===== config.mk =====
export PLATFORM = sky130hd
export DESIGN_NAME = aorg_ramp
export DESIGN_NICKNAME = d
export VERILOG_FILES = /design/src/aorg_pkg.sv /design/src/aorg_tick_if.sv /design/src/aorg_timebase.sv /design/src/aorg_ramp.sv
export SDC_FILE = /design/constraint.sdc
export NUM_CORES = 1
export LEC_CHECK = 0
export BUFFER_PORTS_ARGS = -buffer_cell sky130_fd_sc_hd__buf_4
export CAP_MARGIN = 20
export CORE_UTILIZATION = 55
export CTS_CLUSTER_SIZE = 40
export DETAILED_ROUTE_END_ITERATION = 7
export GPL_ROUTABILITY_DRIVEN = 0
export PLACE_DENSITY = 0.83
export SYNTH_ARGS = -nofsm -noshare
export SYNTH_HDL_FRONTEND = slang
export SYNTH_SLANG_ARGS = --single-unit
export TNS_END_PERCENT = 20

===== constraint.sdc =====
create_clock -name clk -period 13.6 [get_ports clk]
set_clock_uncertainty 0.1 [all_clocks]
set_input_delay 0.68 -clock clk [delete_from_list [all_inputs] [get_ports clk]]
set_output_delay 0.68 -clock clk [all_outputs]
set_load 0.02 [all_outputs]

===== src/aorg_pkg.sv =====
package aorg_pkg;
    // ------------------------------------------------------------
    // Timing, data width and reset values
    // ------------------------------------------------------------
    localparam int CLK_HZ = 50000000;
    localparam int TICK_MS = 10;
    localparam int TICK_CYCLES = CLK_HZ / 1000 * TICK_MS;
    localparam int DATA_W = 16;
    localparam logic signed [15:0] OUT_RESET = 16'sh0000;
    localparam logic [15:0] TIMER_RESET = 16'h0000;
endpackage


===== src/aorg_tick_if.sv =====
`timescale 1ns/1ps
interface aorg_tick_if;
    logic tick;
    modport src (output tick);
    modport dst (input tick);
endinterface


===== src/aorg_timebase.sv =====
`timescale 1ns/1ps
module aorg_timebase
    import aorg_pkg::*;
#(
    parameter int PERIOD = TICK_CYCLES
) (
    input wire logic clk,
    input wire logic resetn,
    aorg_tick_if.src tk
);
    // ------------------------------------------------------------
    // 10 ms tick divider
    // ------------------------------------------------------------
    logic [31:0] cnt_r;
    logic [31:0] cnt_nxt;
    logic tick_r;
    logic tick_nxt;

    // Free running divider
    always_comb begin
        if (cnt_r >= 32'(PERIOD - 1)) begin
            cnt_nxt = 32'h0;
            tick_nxt = 1'b1;
        end else begin
            cnt_nxt = cnt_r + 32'h1;
            tick_nxt = 1'b0;
        end
    end

    always_ff @(posedge clk or negedge resetn) begin
        if (!resetn) begin
            cnt_r <= 32'h0;
            tick_r <= 1'b0;
        end else begin
            cnt_r <= cnt_nxt;
            tick_r <= tick_nxt;
        end
    end

    assign tk.tick = tick_r;
endmodule // aorg_timebase


===== src/aorg_ramp.sv =====
// Notes on behaviour
// RULE1: Trigger rising edge clears the ramp timer before ramping starts.
// RULE2: Up direction loads lower limit, adds span/preset per tick, flags top.
// RULE3: Step mode 1 moves output by preset each tick in latched direction.
// RULE4: Down direction loads upper limit, subtracts span/preset, flags bottom.
// RULE5: Direction is latched at trigger; later changes are ignored.
// RULE6: Pause holds the output; release resumes until the target.
// RULE7: Upper not above lower means no ramp and error flag set.
// RULE8: Word after the output is private working storage of the generator.
// RULE9: Controller provides a dedicated 10 ms timebase timer.
// RULE10: Preset counts 10 ms units: duration or per-tick increment.
// RULE11: Limits are signed 16-bit two's complement values.
// RULE12: Mode 0 ends when timer reaches preset; output equals target.
// RULE13: Output is clamped at the target and stepping stops there.
`timescale 1ns/1ps
module aorg_ramp
    import aorg_pkg::*;
#(
    parameter int TICK_PERIOD = TICK_CYCLES
) (
    input wire logic clk,
    input wire logic resetn,
    input wire logic trigger,
    input wire logic dir_up,
    input wire logic step_mode_bit,
    input wire logic pause_input,
    input wire logic [15:0] ramp_preset,
    input wire logic signed [15:0] lower_limit,
    input wire logic signed [15:0] upper_limit,
    output logic signed [15:0] ramp_out,
    output logic [15:0] work_word,
    output logic [15:0] ramp_timer,
    output logic upper_reached_flag,
    output logic lower_reached_flag,
    output logic error_flag,
    output logic active
);
    // ------------------------------------------------------------
    // Input synchronisers and trigger edge
    // ------------------------------------------------------------
    logic [3:0] s1_r;
    logic [3:0] s2_r;
    logic trig_d_r;
    logic trig_s;
    logic dir_s;
    logic mode_s;
    logic pause_s;
    logic trig_edge;

    // Two flip-flop synchronisers and trigger delay
    always_ff @(posedge clk or negedge resetn) begin
        if (!resetn) begin
            s1_r <= 4'h0;
            s2_r <= 4'h0;
            trig_d_r <= 1'b0;
        end else begin
            s1_r <= {pause_input, step_mode_bit, dir_up, trigger};
            s2_r <= s1_r;
            trig_d_r <= s2_r[0];
        end
    end

    // Synchronised views and trigger rising edge
    assign trig_s = s2_r[0];
    assign dir_s = s2_r[1];
    assign mode_s = s2_r[2];
    assign pause_s = s2_r[3];
    assign trig_edge = trig_s & ~trig_d_r;

    // ------------------------------------------------------------
    // Timebase
    // ------------------------------------------------------------
    // Free running 10 ms tick source
    aorg_tick_if tk ();

    aorg_timebase #(.PERIOD(TICK_PERIOD)) u_tb (
        .clk(clk),
        .resetn(resetn),
        .tk(tk)
    );

    // ------------------------------------------------------------
    // Ramp state machine
    // ------------------------------------------------------------
    typedef enum {AORG_IDLE, AORG_RUN, AORG_DONE} aorg_state_t;

    aorg_state_t st_r;
    aorg_state_t st_nxt;
    logic signed [15:0] out_r;
    logic signed [15:0] out_nxt;
    logic [15:0] step_r;
    logic [15:0] step_nxt;
    logic [15:0] tmr_r;
    logic [15:0] tmr_nxt;
    logic up_r;
    logic up_nxt;
    logic mode_r;
    logic mode_nxt;
    logic asu_r;
    logic asu_nxt;
    logic asl_r;
    logic asl_nxt;
    logic err_r;
    logic err_nxt;

    logic signed [17:0] span;
    logic signed [17:0] cand;
    logic signed [17:0] tgt;
    logic [15:0] inc;
    logic reached;

    // Span over preset, zero-safe
    function automatic logic [15:0] span_step(input logic signed [17:0] sp,
                                              input logic [15:0] pv);
        logic [17:0] q;
        q = 18'h0;
        if (pv != 16'h0) begin
            q = 18'(sp) / {2'b00, pv};
        end
        return q[15:0];
    endfunction

    // Next state, value, timer and flags
    always_comb begin
        st_nxt = st_r;
        out_nxt = out_r;
        step_nxt = step_r;
        tmr_nxt = tmr_r;
        up_nxt = up_r;
        mode_nxt = mode_r;
        asu_nxt = asu_r;
        asl_nxt = asl_r;
        err_nxt = err_r;
        // Signed span of the limits
        span = 18'(upper_limit) - 18'(lower_limit); // [RULE11]
        inc = mode_r ? ramp_preset : step_r; // [RULE10]
        tgt = up_r ? 18'(upper_limit) : 18'(lower_limit);
        cand = up_r ? 18'(out_r) + 18'({2'b00, inc})
                    : 18'(out_r) - 18'({2'b00, inc});
        reached = up_r ? (cand >= tgt) : (cand <= tgt);
        if (!mode_r && (32'(tmr_r) + 32'h1 >= 32'(ramp_preset))) begin
            reached = 1'b1; // [RULE12]
        end
        case (st_r)
            AORG_IDLE, AORG_DONE: begin
                if (trig_edge) begin
                    tmr_nxt = TIMER_RESET; // [RULE1]
                    asu_nxt = 1'b0;
                    asl_nxt = 1'b0;
                    if (span <= 18'sh0) begin
                        err_nxt = 1'b1; // [RULE7]
                        st_nxt = AORG_IDLE;
                    end else begin
                        err_nxt = 1'b0;
                        up_nxt = dir_s; // [RULE5]
                        mode_nxt = mode_s;
                        step_nxt = span_step(span, ramp_preset);
                        // Up starts low, down starts high
                        out_nxt = dir_s ? lower_limit
                                        : upper_limit; // [RULE2] [RULE4]
                        st_nxt = AORG_RUN;
                    end
                end
            end
            AORG_RUN: begin
                if (tk.tick && !pause_s) begin // [RULE6]
                    tmr_nxt = tmr_r + 16'h1;
                    if (reached) begin
                        out_nxt = tgt[15:0]; // [RULE13]
                        asu_nxt = up_r; // [RULE2]
                        asl_nxt = ~up_r; // [RULE4]
                        st_nxt = AORG_DONE;
                    end else begin
                        out_nxt = cand[15:0]; // [RULE3]
                    end
                end
            end
            default: st_nxt = AORG_IDLE;
        endcase
    end

    // Ramp state registers
    always_ff @(posedge clk or negedge resetn) begin
        if (!resetn) begin
            st_r <= AORG_IDLE;
            out_r <= OUT_RESET;
            step_r <= 16'h0;
            tmr_r <= TIMER_RESET;
            up_r <= 1'b0;
            mode_r <= 1'b0;
            asu_r <= 1'b0;
            asl_r <= 1'b0;
            err_r <= 1'b0;
        end else begin
            st_r <= st_nxt;
            out_r <= out_nxt;
            step_r <= step_nxt;
            tmr_r <= tmr_nxt;
            up_r <= up_nxt;
            mode_r <= mode_nxt;
            asu_r <= asu_nxt;
            asl_r <= asl_nxt;
            err_r <= err_nxt;
        end
    end

    // ------------------------------------------------------------
    // Outputs
    // ------------------------------------------------------------
    logic act_r;

    // Busy flag follows the next state
    always_ff @(posedge clk or negedge resetn) begin
        if (!resetn) begin
            act_r <= 1'b0;
        end else begin
            act_r <= (st_nxt == AORG_RUN);
        end
    end

    // Outputs straight from registers
    assign ramp_out = out_r;
    assign work_word = step_r; // [RULE8]
    assign ramp_timer = tmr_r;
    assign upper_reached_flag = asu_r;
    assign lower_reached_flag = asl_r;
    assign error_flag = err_r;
    assign active = act_r;

    // ------------------------------------------------------------
    // Assertions
    // ------------------------------------------------------------
    // Trigger start: timer cleared, start value loaded
    timer_clear_a: assert property ( // [RULE1]
        @(posedge clk) disable iff (!resetn)
        (st_r != AORG_RUN && trig_edge) |=> tmr_r == 16'h0)
        else $error("ramp timer not cleared on trigger");

    up_load_a: assert property ( // [RULE2]
        @(posedge clk) disable iff (!resetn)
        (st_r != AORG_RUN && trig_edge && dir_s && span > 0)
        |=> out_r == $past(lower_limit))
        else $error("up ramp did not load lower limit");

    down_load_a: assert property ( // [RULE4]
        @(posedge clk) disable iff (!resetn)
        (st_r != AORG_RUN && trig_edge && !dir_s && span > 0)
        |=> out_r == $past(upper_limit))
        else $error("down ramp did not load upper limit");

    // Direction taken at the trigger and held to the end
    dir_latch_a: assert property ( // [RULE5]
        @(posedge clk) disable iff (!resetn)
        (st_r != AORG_RUN && trig_edge && span > 0)
        |=> up_r == $past(dir_s))
        else $error("direction not latched at trigger");

    dir_hold_a: assert property ( // [RULE5]
        @(posedge clk) disable iff (!resetn)
        (st_r == AORG_RUN && st_nxt == AORG_RUN) |=> $stable(up_r))
        else $error("direction changed during ramp");

    // Pause freezes value and timer
    pause_hold_a: assert property ( // [RULE6]
        @(posedge clk) disable iff (!resetn)
        (st_r == AORG_RUN && pause_s) |=> $stable(out_r))
        else $error("output moved while paused");

    pause_timer_a: assert property ( // [RULE6]
        @(posedge clk) disable iff (!resetn)
        (st_r == AORG_RUN && pause_s) |=> $stable(tmr_r))
        else $error("ramp timer moved while paused");

    // Limit check at trigger
    limit_err_a: assert property ( // [RULE7]
        @(posedge clk) disable iff (!resetn)
        (st_r != AORG_RUN && trig_edge && span <= 0)
        |=> err_r && st_r == AORG_IDLE)
        else $error("bad limits not flagged");

    err_clear_a: assert property ( // [RULE7]
        @(posedge clk) disable iff (!resetn)
        (st_r != AORG_RUN && trig_edge && span > 0)
        |=> !err_r && st_r == AORG_RUN)
        else $error("good limits did not start a ramp");

    // Preset-sized steps in step mode 1
    step_exact_a: assert property ( // [RULE3]
        @(posedge clk) disable iff (!resetn)
        (st_r == AORG_RUN && mode_r && up_r && tk.tick && !pause_s
         && !reached)
        |=> out_r == $past(out_r) + $past(ramp_preset))
        else $error("step mode increment wrong");

    step_down_a: assert property ( // [RULE3]
        @(posedge clk) disable iff (!resetn)
        (st_r == AORG_RUN && mode_r && !up_r && tk.tick && !pause_s
         && !reached)
        |=> out_r == $past(out_r) - $past(ramp_preset))
        else $error("step mode decrement wrong");

    // Timer counts unpaused ticks in 10 ms units
    timer_count_a: assert property ( // [RULE10]
        @(posedge clk) disable iff (!resetn)
        (st_r == AORG_RUN && tk.tick && !pause_s)
        |=> tmr_r == $past(tmr_r) + 16'h1)
        else $error("ramp timer did not count the tick");

    // Mode 0 ends when the timer meets the preset
    mode0_end_a: assert property ( // [RULE12]
        @(posedge clk) disable iff (!resetn)
        (st_r == AORG_RUN && !mode_r && tk.tick && !pause_s
         && tmr_r + 16'h1 == ramp_preset)
        |=> st_r == AORG_DONE && ramp_timer == $past(ramp_preset))
        else $error("mode 0 ramp did not end at preset");

    done_target_a: assert property ( // [RULE12] [RULE13]
        @(posedge clk) disable iff (!resetn)
        (st_r == AORG_RUN && st_nxt == AORG_DONE)
        |=> (out_r == (up_r ? upper_limit : lower_limit))
            && (upper_reached_flag == up_r))
        else $error("ramp end not at target");

    low_flag_a: assert property ( // [RULE4]
        @(posedge clk) disable iff (!resetn)
        (st_r == AORG_RUN && st_nxt == AORG_DONE && !up_r)
        |=> lower_reached_flag && !upper_reached_flag && !active)
        else $error("lower limit arrival not flagged");
endmodule // aorg_ramp


==> impl_results.md, run 1 <==
- Synth cell count leaders: 241 x ha_1, 197 x nor2_1, 187 x nand2_1, 147 x a21oi_1, 128 x dfrtp_1
- CTS root buffer: clkbuf_16
- Clock sinks: 128
- Grt total ovfl: between 100 and 150
- Post-synth top area share: 18.27%
- Row count: 65
- H-tree Lvls: 4
- Io pins: 106
- Sequential share of the synthesized area: 18.27%
- Dpl hpwl: 56.59 mm
- Synth Register Bits: approximately 130
- Ys async rst share: 100.0%
- Most frequent cell after synthesis: ha_1
- Mapped Area: 0.01753 mm²
- Post-synth cell types: 95
- Initial Util: 55.71%
- Most used DFF post-synth: dfrtp_1
- Post-synth top area cell: dfrtp_1
- Tool error: [ERROR GRT-0116] Global routing finished with congestion. Check the congestion regions in the DRC Viewer.
- Post-synth EDFFs: 0
- Mapped Cells: 2198
- Halt Stage: global routing (5_1_grt)
- Largest net degree at the start of global routing: 87
- Vias in the first global route: about 30k
- IO buf count: approximately 110
- Maximum root-to-sink buffer count: 2
- DP Area: between 0.02 and 0.025 mm²
- Ys Warns: 0
- Gr usage total: 79.94%
- Mapped Avg Cell Area: 7.977 µm²
- Synth top area cells: dfrtp_1 18%, ha_1 17%, xnor2_1 4.9%, nor2_1 4.2%, a21oi_1 4.2%
- Cts-stage hold buffer count: 0
- Outcome: stopped before the end
- Vert. Die Dim: 180.5 µm
- Global-route wire length before repair: 195.4 mm
- Die width: 180.5 µm
- CTS buffer count: 17
## through the flow
| step | std cells | setup slack (ns) |
|---|---|---|
| 2_1_floorplan | 2240 | -17.30 |
| 3_3_place_gp | 3334 | -17.90 |
| 4_1_cts | 3537 | -16.89 |
| 3_5_place_dp | 3334 | -19.33 |
## metal layers
layer  overflow  track usage [%]
met5          0            35.41
met4         54            78.63
met3          5            70.11
met2         49            94.48
met1          1            78.53
## repair_timing
| item | in CTS |
|---|---|
| buffers inserted | 173 |
| pin swaps | 153 |
| endpoints found under the setup margin | 10 |
| gates cloned | 0 |
| gates resized for setup | 218 |
## kinds of logic after synthesis
kind of cell / Yosys count / share of synthesized area [%]
mux: 90 / 5.595
flops: 128 / 18.27
xor+xnor: 152 / 7.593
other cells: 1 / 0.02139
buf+inv: 178 / 4.060
fa+ha+maj: 243 / 17.43
simple gates: 748 / 20.93
compound gates: 658 / 26.10
==> run 2, diff against run 1 <==
--- a/config.mk
+++ b/config.mk
@@ -7,11 +7,10 @@
 export LEC_CHECK = 0
 export BUFFER_PORTS_ARGS = -buffer_cell sky130_fd_sc_hd__buf_4
 export CAP_MARGIN = 20
-export CORE_UTILIZATION = 55
-export CTS_CLUSTER_SIZE = 40
+export CORE_UTILIZATION = 40
 export DETAILED_ROUTE_END_ITERATION = 7
 export GPL_ROUTABILITY_DRIVEN = 0
-export PLACE_DENSITY = 0.83
+export PLACE_DENSITY_LB_ADDON = 0.15
 export SYNTH_ARGS = -nofsm -noshare
 export SYNTH_HDL_FRONTEND = slang
 export SYNTH_SLANG_ARGS = --single-unit
==> run 2 against run 1 <==
- the flow now finishes, with violations (setup timing)
- synthesized cell count unchanged
- area after synthesis unchanged
==> impl_results.md, run 2 <==
- Outcome: finished with violations
- Failing checks: setup timing
- Post-route cell area: 0.02785 mm²
- Pleak: 13.32 nW
- CTS buffer count: 17 (unchanged)
- Ys async rst share: 100.0% (unchanged)
- Maximum root-to-sink buffer count: 2 (unchanged)
- Crit-path max cell delay: roughly 0.43 ns
- Setup ws final: -17.55 ns
- Total Power: 3.766 mW
- P&R area growth vs syn: 58.85%
- Die width: 211.4 µm (+17%)
- Post-synth EDFFs: 0 (unchanged)
- Core box area: 0.04317 mm²
- Vert. Die Dim: 211.4 µm (+17%)
- Most used DFF post-synth: dfrtp_1
- Pre-CTS setup slack: -19.23 ns (+0.09570 ns)
- Net count, final: 3439
- Req. time, crit path: approximately 14 ns
- Synth Register Bits: 128 (unchanged)
- Fmax: 32.11 MHz
- Commonest non-fill, non-tap cell in the layout: buf_4
- Vias per cell: 5.665
- RSZ-0062 raised after global routing: yes
- Die Area: 0.04467 mm²
- Crit path max-delay cell type: or4_4
- Relative slew slack: between 30 and 40%
- Post-synth top area cell: dfrtp_1
- DP Area: 0.02482 mm² (+2.0%)
- Post-synth top area share: 18.27% (unchanged)
- Net switching fraction of the power: approximately 40%
- Iter 0 DRT Violations: 1408
- Startpoint Class: input pin
- Fin. max-slew vios: 0
- Worst Path Arrival: 31.39 ns
- Cells after DPL: 3551 (+6.5%)
- Layout cell share with drive strength beyond 1: 42.06%
- Synth cell count leaders: 241 x ha_1, 197 x nor2_1, 187 x nand2_1, 147 x a21oi_1, 128 x dfrtp_1
- Synth top area cells: dfrtp_1 18%, ha_1 17%, xnor2_1 4.9%, nor2_1 4.2%, a21oi_1 4.2%
- Row count: 76 (+17%)
- Gr usage total: 32.03%
- Critical path fanouts, max: 8
- Worst hold path type: in -> async
- Final Hold Vio Count: 0
- Power share of the clock group: 12.7%
- Comb power frac: 76.9%
- Mapped Avg Cell Area: 7.977 µm² (unchanged)
- Skew-Pair Late Insertion Delay: roughly 0.45 ns
- Grt total ovfl: 0
- Io pins: 106 (unchanged)
- CP Capture Type: register
- Sequential share of the synthesized area: 18.27% (unchanged)
- Seq pwr share: 10.4%
- Sw Pwr: 1.549 mW
- Final setup fails: 10
- Global-route wire length before repair: roughly 110 mm
- Vias in the first global route: 21.24k
- CTS tree: yes
- Mapped Area: 0.01753 mm² (unchanged)
- H-tree Lvls: 4 (unchanged)
- Residual DRC count: 0
- PD cells: 135.2 mW/mm²
- Period utilization: 229.0%
- Initial Util: 40.61% (-15 points)
- Post-synth cell types: 95 (unchanged)
- Vias: approximately 21k
- Worst slew pin tran: between 1 and 1.5 ns
- Clk slew on worst S/H paths: 0.08 ns
- Mapped Cells: 2198 (unchanged)
- Util after Layout: between 60% and 70%
- WL final: 73.19 mm
- Top Registers: st_r x32, u_tb.cnt_r x32
- Fin cells: ~3.7k
- Most frequent cell after synthesis: ha_1
- Crit Path Category: in -> reg
- TritonRoute pass-1 iters: 5
- Ys Warns: 0 (unchanged)
- Commonest cells after routing, fill and taps aside: 918 x buf_4, 201 x ha_1, 181 x nor2_1
- CTS root buffer: clkbuf_16
- Drt wl/cell: 19.56 µm
- Initial antenna violation count: 0
- Internal power: 2.217 mW
- Largest net degree at the start of global routing: 90
- Min Clock Period, post-route: 31.15 ns
- Maximum vdd drop: ~0.00014 V
- Dpl hpwl: 55.21 mm (-2.4%)
- IO buf count: 105 (unchanged)
- Worst reg2reg path depth: 28
- Clock sinks: 128 (unchanged)
- DRT antenna net count: 0
- Max_cap viols: 0
[run 2: cell counts after synthesis]
Identical to the previous run, type by type.
[run 2: cell type report]
type,instances,area [µm²]
antenna,1,2.502
clock buffer,17,425.4
clock inverter,15,170.2
fill,3692,15320
inverter,111,429.2
multi-input combinational,1936,15640
sequential,128,3204
tap,585,732.0
timing repair buffer,948,7246
[run 2: stage by stage]
| stage | hold WS, ns | TNS (ns) |
|---|---|---|
| floorplan | 0.2312 | -82.98 |
| detailed placement | 0.2363 | -97.81 |
| CTS | 0.2202 | -80.91 |
| global placement | 0.2317 | -94.15 |
| finish | 0.2063 | -86.87 |
| global route | 0.2257 | -94.73 |
[run 2: what timing repair did]
| item | 4_1_cts | 5_1_grt |
|---|---|---|
| gates resized for setup | 143 | 107 |
| pin swaps | 149 | 116 |
| hold buffers | 0 | 0 |
| setup buffers | 92 | 59 |
| setup endpoints to repair | 10 | 10 |
| hold endpoints to repair | 0 | 0 |
| cloned | 2 | 1 |
[run 2: power groups by stage]
stage | registers [mW] | clock network (mW) | logic [mW]
after floorplan | 0.398 | 0 | 1.47
after global placement | 0.399 | 0 | 2.41
after detailed placement | 0.400 | 0 | 2.47
after CTS | 0.393 | 0.483 | 2.67
after global routing | 0.393 | 0.497 | 3.12
final | 0.393 | 0.478 | 2.90
[run 2: worst max-delay path, delay by kind of cell]
kind | cells | cell delay (ns)
mux | 5 | 1.58
buf+inv | 12 | 1.41
fa+ha+maj | 19 | 5.04
simple gates | 36 | 6.22
compound gates | 82 | 16.12
xor+xnor | 2 | 0.27
[run 2: cells by family (layout without fill, tap and decap cells)]
group	Yosys count	after routing	synth area share [%]
xor gates and xnor gates	152	152	7.593
buffers and inverters	178	1091	4.060
and+or+nand+nor	748	749	20.93
muxes	90	90	5.595
AOI/OAI and AO/OA	658	659	26.10
DFF	128	128	18.27
other	1	44	0.02139
adders and majority gates	243	243	17.43
[run 2: layer usage]
layer | global-route usage [%] | vias to the layer above | part of all wire [%]
li1 | - | 10060 | -
met4 | 17.22 | 0 | 5.4
met1 | 39.32 | 10130 | 41
met5 | 0 | - | 0
met3 | 4.005 | 240 | 5.9
met2 | 54.50 | 769 | 48
[run 2: worst paths after layout]
| check | start | endpoint | slack, ns |
|---|---|---|---|
| max reg2reg | mode_r$_DFFE_PN0P_ | active$_DFF_PN0_ | 6.63 |
| min reg2reg | s1_r[0]$_DFF_PN0_ | s2_r[0]$_DFF_PN0_ | 0.25 |
| min | resetn | ramp_out[6]$_DFFE_PN0P_ | 0.21 |
| max | upper_limit[0] | work_word[0]$_DFFE_PN0P_ | -17.55 |
| min in group clk | dir_up | s1_r[1]$_DFF_PN0_ | 0.23 |
| max in group asynchronous | resetn | work_word[7]$_DFFE_PN0P_ | 12.08 |
Power figures use the tool's default switching activity.
